### src/hdl/wake_status_regs.svh
// Register offsets, field positions, reset values and masks of the wake status block
`ifndef WAKE_STATUS_REGS_SVH
`define WAKE_STATUS_REGS_SVH

// ----------------------------------------
// Register offsets
// ----------------------------------------
`define WAKE_LOW_OFS 12'hF4A
`define WAKE_HIGH_OFS 12'hF4B
`define CONTEXT_ONE_OFS 12'hF4F
`define WDT_CTRL_OFS 12'hF50
`define DEEP_CFG_OFS 12'hF51
`define IRQ_STAT_OFS 12'hF52
`define IRQ_EN_OFS 12'hF53
`define IRQ_CLR_OFS 12'hF54

// ----------------------------------------
// Field positions
// ----------------------------------------
`define FAULT_BIT 7
`define ULP_BIT 5
`define WDOG_BIT 4
`define ALARM_BIT 3
`define RSTPIN_BIT 2
`define POWER_ON_BIT 0
`define EXT_INT_BIT 0
`define FUNC_EN_BIT 0
`define SINK_EN_BIT 1
`define LEVEL_BIT 5
`define DEEP_EN_BIT 1
`define SRC_DIS_BIT 2

// ----------------------------------------
// Masks and reset values
// ----------------------------------------
`define WAKE_LOW_MASK 8'hBD
`define WAKE_HIGH_MASK 8'h01
`define WAKE_LOW_RST 8'h01
`define WAKE_HIGH_RST 8'h00
`define CONTEXT_RST 8'h00
`define WDT_CTRL_MASK 8'h23
`define DEEP_CFG_MASK 8'h06
`define REG_ZERO 8'h00

// ----------------------------------------
// Synchroniser lanes
// ----------------------------------------
`define SYNC_W 9
`define LN_PIN 0
`define LN_IOC 1
`define LN_FAULT 2
`define LN_WDOG 3
`define LN_ALARM 4
`define LN_RSTPIN 5
`define LN_POWER_ON 6
`define LN_CORE_BO 7
`define LN_DEEP_BO 8

`endif

### src/hdl/wake_status_pkg.sv
// Types shared by the wake status block
package wake_status_pkg;

    // ----------------------------------------
    // Event vector, same layout as the interrupt status
    // ----------------------------------------
    typedef struct packed {
        logic fault;
        logic ext_int;
        logic ulp;
        logic watchdog;
        logic alarm;
        logic reset_pin;
        logic sleep_wake;
        logic power_on;
    } wake_event_type;

    // ----------------------------------------
    // Power mode seen by the block
    // ----------------------------------------
    typedef enum logic [1:0] {
        MODE_RUN,
        MODE_SLEEP,
        MODE_DEEP
    } power_mode_type;

endpackage : wake_status_pkg

### src/hdl/deep_sleep_wake_status.sv
// Deep sleep wake source status, persistent context and low-power wake logic
//
// Design decision made here: the strobed register port.
`timescale 1ns/1ns
`include "wake_status_regs.svh"

// Contract
// RQ1: Eight-bit context register kept across deep sleep
// RQ2: Context lost only on brown-out or power cycle
// RQ3: High byte bit 0 flags interrupt-on-change wake
// RQ4: Low bit 7 flags deep sleep fault
// RQ5: Low bit 5 flags low-power pin wake
// RQ6: Low bit 4 flags deep watchdog expiry
// RQ7: Low bit 3 flags calendar alarm wake
// RQ8: Low bit 2 flags master clear wake
// RQ9: Bit 0 power-on flag, resets one, anytime
// RQ10: Low bits 6 and 1 read zero
// RQ11: Pin below threshold raises wake from sleep
// RQ12: Sleep wake sets level flag bit 5
// RQ13: Software maps wake output and charges capacitor
// RQ14: Software releases pin, enables sink, sleeps
// RQ15: In sleep wake output drives level flag
// RQ16: Deep wake needs enable set, disable clear
// RQ17: Any deep wake starts power-on sequence
// RQ18: Flags stay set until software writes zero
module deep_sleep_wake_status (
    // Clock and reset
    input wire logic CORE_CLK,
    input wire logic RST,
    // Register port
    input wire logic [11:0] ADDR,
    input wire logic [7:0] WDATA,
    input wire logic WR,
    input wire logic RD,
    output logic [7:0] RDATA,
    // Power mode and configuration from the core
    input wire logic SLEEP_MODE,
    input wire logic DEEP_SLEEP_MODE,
    input wire logic DEEP_BOR_ENABLE,
    // Asynchronous wake and supply sources
    input wire logic WAKE_PIN_IN,
    input wire logic IOC_IN,
    input wire logic FAULT_IN,
    input wire logic DEEP_WDT_EXPIRED,
    input wire logic ALARM_IN,
    input wire logic MASTER_CLEAR_ASSERTED,
    input wire logic POWER_ON_DETECT,
    input wire logic CORE_BROWNOUT,
    input wire logic DEEP_BROWNOUT,
    // Wake results
    output logic SLEEP_WAKE_REQ,
    output logic POR_SEQ_START,
    output logic WAKE_OUT,
    output logic SINK_EN,
    output logic IRQ
);

    // ----------------------------------------
    // Address decode helper
    // ----------------------------------------
    function automatic logic hit(
        input logic [11:0] a,
        input logic [11:0] ofs
    );
        hit = (a == ofs);
    endfunction : hit

    // ----------------------------------------
    // Input synchronisers
    // ----------------------------------------
    logic [`SYNC_W-1:0] async_in;
    logic [`SYNC_W-1:0] meta_q;
    logic [`SYNC_W-1:0] sync_q;

    assign async_in = {
        DEEP_BROWNOUT,
        CORE_BROWNOUT,
        POWER_ON_DETECT,
        MASTER_CLEAR_ASSERTED,
        ALARM_IN,
        DEEP_WDT_EXPIRED,
        FAULT_IN,
        IOC_IN,
        WAKE_PIN_IN
    };

    genvar gi;
    generate
        for (gi = 0; gi < `SYNC_W; gi++) begin : g_sync
            always_ff @(posedge CORE_CLK or posedge RST) begin
                if (RST) begin
                    meta_q[gi] <= 1'b0;
                    sync_q[gi] <= 1'b0;
                end else begin
                    meta_q[gi] <= async_in[gi];
                    sync_q[gi] <= meta_q[gi];
                end
            end
        end
    endgenerate

    // ----------------------------------------
    // Power mode
    // ----------------------------------------
    wake_status_pkg::power_mode_type mode;

    assign mode = DEEP_SLEEP_MODE ? wake_status_pkg::MODE_DEEP :
                  SLEEP_MODE ? wake_status_pkg::MODE_SLEEP :
                  wake_status_pkg::MODE_RUN;

    wire in_deep = (mode == wake_status_pkg::MODE_DEEP);
    wire in_sleep = (mode == wake_status_pkg::MODE_SLEEP);

    // ----------------------------------------
    // Register state
    // ----------------------------------------
    logic [7:0] wake_low_q;
    logic [7:0] wake_low_d;
    logic [7:0] wake_high_q;
    logic [7:0] wake_high_d;
    logic [7:0] context_q;
    logic [7:0] context_d;
    logic [7:0] wdt_ctrl_q;
    logic [7:0] wdt_ctrl_d;
    logic [7:0] deep_cfg_q;
    logic [7:0] deep_cfg_d;
    logic [7:0] irq_stat_q;
    logic [7:0] irq_stat_d;
    logic [7:0] irq_en_q;
    logic [7:0] irq_en_d;
    logic deep_any_q;

    // ----------------------------------------
    // Write decode
    // ----------------------------------------
    wire wr_low = WR && hit(ADDR, `WAKE_LOW_OFS);
    wire wr_high = WR && hit(ADDR, `WAKE_HIGH_OFS);
    wire wr_ctx = WR && hit(ADDR, `CONTEXT_ONE_OFS);
    wire wr_ctrl = WR && hit(ADDR, `WDT_CTRL_OFS);
    wire wr_cfg = WR && hit(ADDR, `DEEP_CFG_OFS);
    wire wr_en = WR && hit(ADDR, `IRQ_EN_OFS);
    wire wr_clr = WR && hit(ADDR, `IRQ_CLR_OFS);

    // ----------------------------------------
    // Control fields
    // ----------------------------------------
    wire func_en = wdt_ctrl_q[`FUNC_EN_BIT];
    wire sink_en = wdt_ctrl_q[`SINK_EN_BIT];
    wire level_flag = wdt_ctrl_q[`LEVEL_BIT];
    wire deep_en = deep_cfg_q[`DEEP_EN_BIT];
    wire src_dis = deep_cfg_q[`SRC_DIS_BIT];

    // ----------------------------------------
    // Wake events
    // ----------------------------------------
    // Capacitor discharged below the input threshold
    wire pin_low = !sync_q[`LN_PIN];

    wire ioc_ev = in_deep && sync_q[`LN_IOC]; // RQ3
    wire fault_ev = in_deep && sync_q[`LN_FAULT]; // RQ4
    wire ulp_deep_ev = in_deep && deep_en && !src_dis && pin_low; // RQ5 RQ16
    wire wdog_ev = in_deep && sync_q[`LN_WDOG]; // RQ6
    wire alarm_ev = in_deep && sync_q[`LN_ALARM]; // RQ7
    wire rstpin_ev = in_deep && sync_q[`LN_RSTPIN]; // RQ8
    // Power-on detect may land in any mode
    wire por_ev = sync_q[`LN_POWER_ON]; // RQ9
    // Ordinary sleep wake needs the function armed by software, not the sink
    wire ulp_sleep_ev = in_sleep && func_en && pin_low; // RQ11 RQ14

    wake_status_pkg::wake_event_type ev;

    assign ev = '{
        fault: fault_ev,
        ext_int: ioc_ev,
        ulp: ulp_deep_ev,
        watchdog: wdog_ev,
        alarm: alarm_ev,
        reset_pin: rstpin_ev,
        sleep_wake: ulp_sleep_ev,
        power_on: por_ev
    };

    wire deep_any = ioc_ev || fault_ev || ulp_deep_ev
                  || wdog_ev || alarm_ev || rstpin_ev;

    // ----------------------------------------
    // Wake status bytes
    // ----------------------------------------
    // Hardware set wins over a software write of zero
    wire [7:0] low_set = {
        fault_ev, 1'b0, ulp_deep_ev, wdog_ev,
        alarm_ev, rstpin_ev, 1'b0, por_ev
    };
    wire [7:0] high_set = {7'b000_0000, ioc_ev};

    assign wake_low_d = ((wr_low ? WDATA : wake_low_q) | low_set)
                      & `WAKE_LOW_MASK; // RQ10 RQ18
    assign wake_high_d = ((wr_high ? WDATA : wake_high_q) | high_set)
                       & `WAKE_HIGH_MASK; // RQ3 RQ18

    // ----------------------------------------
    // Persistent context
    // ----------------------------------------
    // A brown-out that counts depends on the mode it strikes in
    wire ctx_loss = (sync_q[`LN_CORE_BO] && !in_deep)
                 || (sync_q[`LN_DEEP_BO] && in_deep && DEEP_BOR_ENABLE);

    assign context_d = ctx_loss ? `CONTEXT_RST :
                       wr_ctx ? WDATA : context_q; // RQ1 RQ2

    // ----------------------------------------
    // Watchdog control and deep configuration
    // ----------------------------------------
    wire [7:0] lvl_set = {2'b00, ulp_sleep_ev, 5'b0_0000};

    assign wdt_ctrl_d = ((wr_ctrl ? WDATA : wdt_ctrl_q) | lvl_set)
                      & `WDT_CTRL_MASK; // RQ12
    assign deep_cfg_d = (wr_cfg ? WDATA : deep_cfg_q) & `DEEP_CFG_MASK;

    // ----------------------------------------
    // Interrupt status, enable and clear
    // ----------------------------------------
    wire [7:0] clr_mask = wr_clr ? WDATA : `REG_ZERO;

    assign irq_stat_d = (irq_stat_q & ~clr_mask) | ev;
    assign irq_en_d = wr_en ? WDATA : irq_en_q;

    // ----------------------------------------
    // Read mux
    // ----------------------------------------
    wire [7:0] rd_val =
        hit(ADDR, `WAKE_LOW_OFS) ? wake_low_q :
        hit(ADDR, `WAKE_HIGH_OFS) ? wake_high_q :
        hit(ADDR, `CONTEXT_ONE_OFS) ? context_q :
        hit(ADDR, `WDT_CTRL_OFS) ? wdt_ctrl_q :
        hit(ADDR, `DEEP_CFG_OFS) ? deep_cfg_q :
        hit(ADDR, `IRQ_STAT_OFS) ? irq_stat_q :
        hit(ADDR, `IRQ_EN_OFS) ? irq_en_q :
        `REG_ZERO;

    // ----------------------------------------
    // Output next values
    // ----------------------------------------
    // Read data stands in the cycle after each cycle of RD, zero otherwise
    wire [7:0] rdata_next = RD ? rd_val : `REG_ZERO;
    // One pulse per deep wake, whichever source came first
    wire por_seq_d = deep_any && !deep_any_q; // RQ17
    // Only the remappable wake function shows the flag, only in sleep
    wire wake_out_d = in_sleep && level_flag; // RQ15
    wire irq_d = |(irq_stat_q & irq_en_q);

    // ----------------------------------------
    // Status registers
    // ----------------------------------------
    always_ff @(posedge CORE_CLK or posedge RST) begin
        if (RST) begin
            wake_low_q <= `WAKE_LOW_RST; // RQ9
            wake_high_q <= `WAKE_HIGH_RST;
            context_q <= `CONTEXT_RST;
        end else begin
            wake_low_q <= wake_low_d;
            wake_high_q <= wake_high_d;
            context_q <= context_d;
        end
    end

    // ----------------------------------------
    // Control and interrupt registers
    // ----------------------------------------
    always_ff @(posedge CORE_CLK or posedge RST) begin
        if (RST) begin
            wdt_ctrl_q <= `REG_ZERO;
            deep_cfg_q <= `REG_ZERO;
            irq_stat_q <= `REG_ZERO;
            irq_en_q <= `REG_ZERO;
        end else begin
            wdt_ctrl_q <= wdt_ctrl_d;
            deep_cfg_q <= deep_cfg_d;
            irq_stat_q <= irq_stat_d;
            irq_en_q <= irq_en_d;
        end
    end

    // ----------------------------------------
    // Output registers
    // ----------------------------------------
    always_ff @(posedge CORE_CLK or posedge RST) begin
        if (RST) begin
            RDATA <= `REG_ZERO;
            deep_any_q <= 1'b0;
            POR_SEQ_START <= 1'b0;
            SLEEP_WAKE_REQ <= 1'b0;
            WAKE_OUT <= 1'b0;
            SINK_EN <= 1'b0;
            IRQ <= 1'b0;
        end else begin
            RDATA <= rdata_next;
            deep_any_q <= deep_any;
            POR_SEQ_START <= por_seq_d;
            SLEEP_WAKE_REQ <= ulp_sleep_ev; // RQ11
            WAKE_OUT <= wake_out_d;
            SINK_EN <= func_en && sink_en; // RQ14
            IRQ <= irq_d;
        end
    end

endmodule : deep_sleep_wake_status

### config.mk
export PLATFORM = sky130hd
export DESIGN_NAME = deep_sleep_wake_status
export DESIGN_NICKNAME = d
export VERILOG_FILES = /design/src/hdl/wake_status_pkg.sv /design/src/hdl/deep_sleep_wake_status.sv
export VERILOG_INCLUDE_DIRS = /design/src /design/src/hdl
export SDC_FILE = /design/constraint.sdc
export NUM_CORES = 1
export LEC_CHECK = 0
export BUFFER_PORTS_ARGS = -buffer_cell sky130_fd_sc_hd__buf_2
export CAP_MARGIN = 20
export CORE_MARGIN = 2
export CORE_UTILIZATION = 41
export CTS_CLUSTER_SIZE = 24
export DETAILED_ROUTE_END_ITERATION = 7
export PLACE_DENSITY_LB_ADDON = 0.2
export RECOVER_POWER = 25
export SLEW_MARGIN = 20
export SYNTH_ARGS = -nofsm -noshare
export SYNTH_HDL_FRONTEND = slang
export SYNTH_SLANG_ARGS = --single-unit
### constraint.sdc
create_clock -name CORE_CLK -period 2 [get_ports CORE_CLK]
set_input_delay 0.4 -clock CORE_CLK [delete_from_list [all_inputs] [get_ports CORE_CLK]]
set_output_delay 0.4 -clock CORE_CLK [all_outputs]
set_load 0.01 [all_outputs]
== Word level (Yosys, flattened, before mapping) ==
Cells that the tools add are included.
Storage, ports and cells
  bits in registers: 68
  input bits: 36
  word-level logic and storage cells: 100
Operators by class
  equal/unequal tests: 10
  mux-type cells: 16
  bitwise gates (word level): 7
  reduce and logical (&&, ||, !) cells: 35
Operator list (count)
  $eq A12 B12 Y1 const B: 8
  $mux W8: 12
  $logic_and A1 B1 Y1: 23
  $and A8 B8 Y8: 2
  $or A8 B8 Y8: 2
  $not A8 Y8: 1
  $reduce_or A8 Y1: 1
  $logic_or A1 B1 Y1: 6
  $mux W6: 1
  $or A6 B6 Y6: 1
  $logic_not A1 Y1: 4
  $eq A2 B1 Y1 const B: 1
  $eq A2 B2 Y1 const B: 1
  $mux W1: 2
  $mux W2: 1
  $reduce_bool A2 Y1: 1
  $or A1 B1 Y1: 1

== Longest topological paths before layout ==
  word-level depth: 11
  depth in mapped cells: 6
  mapped depth without buffers: 4

== Least setup slack after synthesis ==
OpenSTA, ideal clock, no wires.
  kind: input-to-reg
  start point: in ADDR[5]
  end point: reg context_q[0]
  setup time: 0.137 ns
  arrival: 1.495 ns
  path slack: 0.368 ns
  cell stages on the path: 4
  path buffers: 0
  path through: nand4b_4 -> nor4_4 -> mux2i_1 -> nor2_1
On the way
  word-level cells in the longest chain between the ends: 3
Ends and longest elaborated chain
  start: declaration: line deep_sleep_wake_status.sv:31  | input wire logic [11:0] ADDR,
  $eq A12 B12 Y1: line deep_sleep_wake_status.sv:65  | hit = (a == ofs);
  $logic_and A1 B1 Y1: line deep_sleep_wake_status.sv:138  | wire wr_ctx = WR && hit(ADDR, `CONTEXT_ONE_OFS);
  $reduce_bool A2 Y1 (no source line)
  end signal: assignment: line deep_sleep_wake_status.sv:259  | context_q <= `CONTEXT_RST;
  end signal: assignment: line deep_sleep_wake_status.sv:263  | context_q <= context_d;
  end: declaration: line deep_sleep_wake_status.sv:121  | logic [7:0] context_q;
Every way passes these cells.
A chain may end at the register's enable or synchronous reset.

== Worst setup path in the final report ==
  start point: in ADDR[2]
  end point: reg wake_low_q[5]
On the way
  word-level cells in the longest chain between the ends: 4
Ends and longest elaborated chain
  $eq A12 B12 Y1: line deep_sleep_wake_status.sv:65
  $logic_and A1 B1 Y1: line deep_sleep_wake_status.sv:136  | wire wr_low = WR && hit(ADDR, `WAKE_LOW_OFS);
  $mux W8: line deep_sleep_wake_status.sv:196  | assign wake_low_d = ((wr_low ? WDATA : wake_low_q) | low_set)
  $or A8 B8 Y8: line deep_sleep_wake_status.sv:196
  net wake_low_d[5]: line deep_sleep_wake_status.sv:118  | logic [7:0] wake_low_d;
  end signal: assignment: line deep_sleep_wake_status.sv:257  | wake_low_q <= `WAKE_LOW_RST;
  end signal: assignment: line deep_sleep_wake_status.sv:261  | wake_low_q <= wake_low_d;
  end: declaration: line deep_sleep_wake_status.sv:117  | logic [7:0] wake_low_q;
The timed path passes the listed nets, and every way through them passes these cells.

==> results.md <==
Drt:
- The number of design rule violations left after detail routing is 0.
- The detail route stage leaves a number of antenna-violating nets equal to 0.
- The routed layout has 2009 vias.
- Dividing the detail-routed wire length by the instance count gives 17.0 um.
- Dividing the detail-routed via count by the number of cells gives 5.40.
- The violation count after the first detailed-route iteration is 158.
- The final layout contains routed wiring with a total length of 6.33 mm.
- Before antenna repair, the detailed router went through 5 iterations.

Global routing:
- Summed over all layers, the global routing overflow is 0.
- The number of antenna violations at the first check in global routing came to 0.
- The first global-routing pass estimated 10.4 mm of wire.
- The via count of the first global-routing pass came to 1956.
- Global routing used 18.3% of the available tracks.
- The largest net degree at the start of global routing is 37.

Power:
- In this run the power density over the cells is 785 mW/mm^2.
- The worst-case vdd ir drop is 449 uV.
- Total power for the finished layout comes to 2.71 mW.
- For this design the static power due to leakage is 1.64 nW.

Worst setup path:
- Counting cells, the worst reg-to-reg path comes to 3.
- The critical path capture point type is a flop.
- On the critical path the largest part of the delay comes from simple AND/OR/NAND/NOR gates.
- The worst register-to-register path begins at sync_q[1].
- In this design, the stage delay of the slowest critical-path cell is 0.35 ns.
- The arrival time at the worst endpoint is 1.72 ns.
- The kind of start point of the critical path is an input port.
- The signal on the critical path passes through buf_2 > nand4bb_1 > nor4_2 > buf_4 > nor2b_1 > a211o_1.
- Counting both buffers and inverters, the worst setup path holds a total of 2.
- By startpoint and endpoint, the worst setup path is classified as input port to flop.
- The reg-to-reg critical path endpoint is POR_SEQ_START.
- STA puts the critical path data required time at 2.22 ns.
- Setup slack on the worst reg-to-reg path comes out at 0.57 ns.
- The total number of cells along the worst setup path is 6.
- The worst-path maximum fanout is 12.
- On the critical path, the stage with the largest delay is an instance of sky130_fd_sc_hd__nand4bb_1.

Logic synthesis:
- By instance count, the leading cell after synthesis is sky130_fd_sc_hd__dfrtp_1.
- In this run, synthesis inferred 0 flip-flops with an integrated enable.
- The post-synthesis cell area is 0.00284 mm^2.
- The share of the Yosys chip area taken by registers is 60.0%.
- A synthesized cell averages 12.8 um^2.
- The Yosys step of the flow raised 0 warnings.
- The dominant cell type by area after synthesis is sky130_fd_sc_hd__dfrtp_1.
- Counting instances in the post-synthesis netlist gives the leading cell types as 67 x sky130_fd_sc_hd__dfrtp_1, 18 x sky130_fd_sc_hd__nand2_1, 16 x sky130_fd_sc_hd__mux2i_1, 15 x sky130_fd_sc_hd__nor2_1, 14 x sky130_fd_sc_hd__mux2_2.
- In the post-synthesis netlist, the biggest area contributors are sky130_fd_sc_hd__dfrtp_1 59%, sky130_fd_sc_hd__mux2i_1 5.6%, sky130_fd_sc_hd__mux2_2 5.6%.
- The most instantiated flip-flop cell in the synthesis netlist is sky130_fd_sc_hd__dfrtp_1.
- The share of the synthesized area in the top cell type is 59.1%.
- The count of unique library cells instantiated by Yosys is 44.
- Counting flops and latches in the post-synthesis netlist gives 68.
- The total nets after synthesis is 257.
- Synthesis produced 221 cells.
- The share of async-settable or async-resettable flops after synthesis is 100%.

Cells and area:
- Counting the fill cells in the layout gives 599.
- The final net count is 323.
- The number of inserted diodes is 0.
- The number of standard cells in the final layout excluding fillers is 372.
- The area overhead of the layout relative to synthesis is 21.6%.
- The share of post-route cells with drive strength above 1 is 34.2%.

Clock tree:
- Once the clock tree was built, the setup fixing pass inserted 0 buffers.
- For this design, the CTS-stage hold fixing added 0 buffers.
- The maximum clock insertion buffer count is 2.
- The number of gates resized after CTS was 0.
- The root buffer cell chosen for the clock tree is sky130_fd_sc_hd__clkbuf_8.
- The number of clock buffers inserted by TritonCTS is 9.
- For this design, the sink count on the clock tree is 68.
- In this run the number of H-tree levels came out at 3.
- Clock latency on the worst-skew pair, taken at its later pin, is 0.34 ns.
- The clock slew seen by the registers of the worst setup and hold paths is 0.08 ns.
- The TritonCTS clock tree is built.

Timing:
- In the final timing run, aggregate negative setup slack is 0 ns.
- The number of pins with negative max-slew slack in the final report came to 0.
- The clock arrives with 0.00962 ns of skew.
- The hold slack is 0.162 ns.
- The number of setup violations in the final report is 0.
- The final critical-path share of the clock period is 74.7%.
- Setup repair after global routing left no endpoint under its margin.
- The fmax is 669 MHz.
- The final number of hold-violating endpoints is 0.
- The worst path in the final design needs a cycle of 1.49 ns, including I/O delays and setup.
- The pin slew with the least headroom to its limit is 0.793 ns.
- The worst pin sits at a relative slew slack of 47.2%.

Placed design:
- The congestion estimate from routability-driven global placement came to 0.839.
- The number of cells after detailed placement is 356.
- The sum of net half-perimeters after detailed placement is 4.50 mm.
- The number of port buffers is 48.

Hold path:
- The path with the worst hold slack has its endpoint at meta_q[2].
- The min-delay analysis places its worst path in the category input port to flop.
- Counting instances, the worst hold path has a depth of 1.
- The launch instance of the worst min-delay path is FAULT_IN.

Floorplanning:
- The die is 87.2 um wide.
- 49 I/O pins were placed.
- The placeable core region is 0.00676 mm^2.
- In this run the core area contains 30 standard-cell rows.
- The overall die area is 0.00760 mm^2.
- The floorplan die height is 87.2 um.
- The starting density of the core is 42.0%.

Job:
- The count of maximum capacitance violations is 0.

Status:
- The run finished with clean final reports.
==> kinds of logic (layout without fill, tap and decap cells) <==
| logic type | Yosys count | after routing | synth area share, % |
|---|---|---|---|
| buffers and inverters | 12 | 83 | 1.76 |
| DFF | 68 | 68 | 60.0 |
| AOI/OAI and AO/OA | 38 | 38 | 10.3 |
| muxes | 30 | 30 | 11.2 |
| and+or+nand+nor | 73 | 73 | 16.7 |
==> layout make-up <==
class	count	area, um^2	share of cell area (%)
tap	80	100	2.90
timing repair buffer	62	343	9.94
clock inverter	7	75.1	2.18
multi-input combinational	141	1080	31.4
sequential	68	1700	49.4
clock buffer	9	124	3.59
inverter	5	20.0	0.580
==> registers in the layout (all words and copies together) (netlist names) <==
name / cells
IRQ: 1
POR_SEQ_START: 1
RDATA: 8
SINK_EN: 1
SLEEP_WAKE_REQ: 1
WAKE_OUT: 1
context_q: 8
deep_any_q: 1
deep_cfg_q: 2
irq_en_q: 8
irq_stat_q: 8
meta_q: 9
por_ev: 1
sync_q: 8
wake_high_q: 1
wake_low_q: 6
wdt_ctrl_q: 3
==> per-layer routing <==
metal | track usage, % | wire length (um)
met2 | 27.0 | 2930
met1 | 26.6 | 2990
met3 | 3.60 | 329
met4 | 7.55 | 81
met5 | 0 | 0
==> per-stage QoR <==
step,util (%),area [um^2],worst slack (ns)
3_3_place_gp,48.2,3260,0.184
3_5_place_dp,48.2,3260,0.178
2_1_floorplan,-,2840,0.368
4_1_cts,51.1,3450,0.541
6_report,51.1,3450,0.505
5_1_grt,51.1,3450,0.408
==> where the power goes <==
part	switching, mW	internal (mW)	total (mW)
clock	0.554	0.582	1.14
sequential	0.0117	1.40	1.41
combinational	0.0997	0.0635	0.163
total	0.665	2.04	2.71
==> worst max path at each step <==
stage	from	endpoint
floorplan	ADDR[5]	context_q[0]
global placement	ADDR[2]	wake_low_q[4]
detailed placement	ADDR[0]	irq_stat_q[7]
CTS	ADDR[0]	irq_stat_q[6]
global route	ADDR[2]	RDATA[0]
finish	ADDR[2]	wake_low_q[5]
==> worst register-to-register path: stages (launching register included) <==
cell and delay, ns:
sky130_fd_sc_hd__dfrtp_1 0.40, sky130_fd_sc_hd__or4_1 0.52, sky130_fd_sc_hd__o31a_1 0.26, sky130_fd_sc_hd__nor2b_1 0.13
==> cell usage in the layout, fill, tap and decap left out, drive strengths merged, types with 2 or more instances in the layout <==
master    count
a211o         2
a211oi        3
a21o          3
a221o         4
a22o          5
a22oi         5
a2bb2oi       4
and3          2
buf          61
clkbuf       10
clkinvlp      4
dfrtp        67
inv           6
mux2         14
mux2i        16
nand2        18
nand3         3
nand3b        2
nand4         3
nand4b        4
nor2         15
nor2b         8
nor3b         3
nor4          6
nor4bb        3
o21ai         8
(Power assumes the default switching activity.)
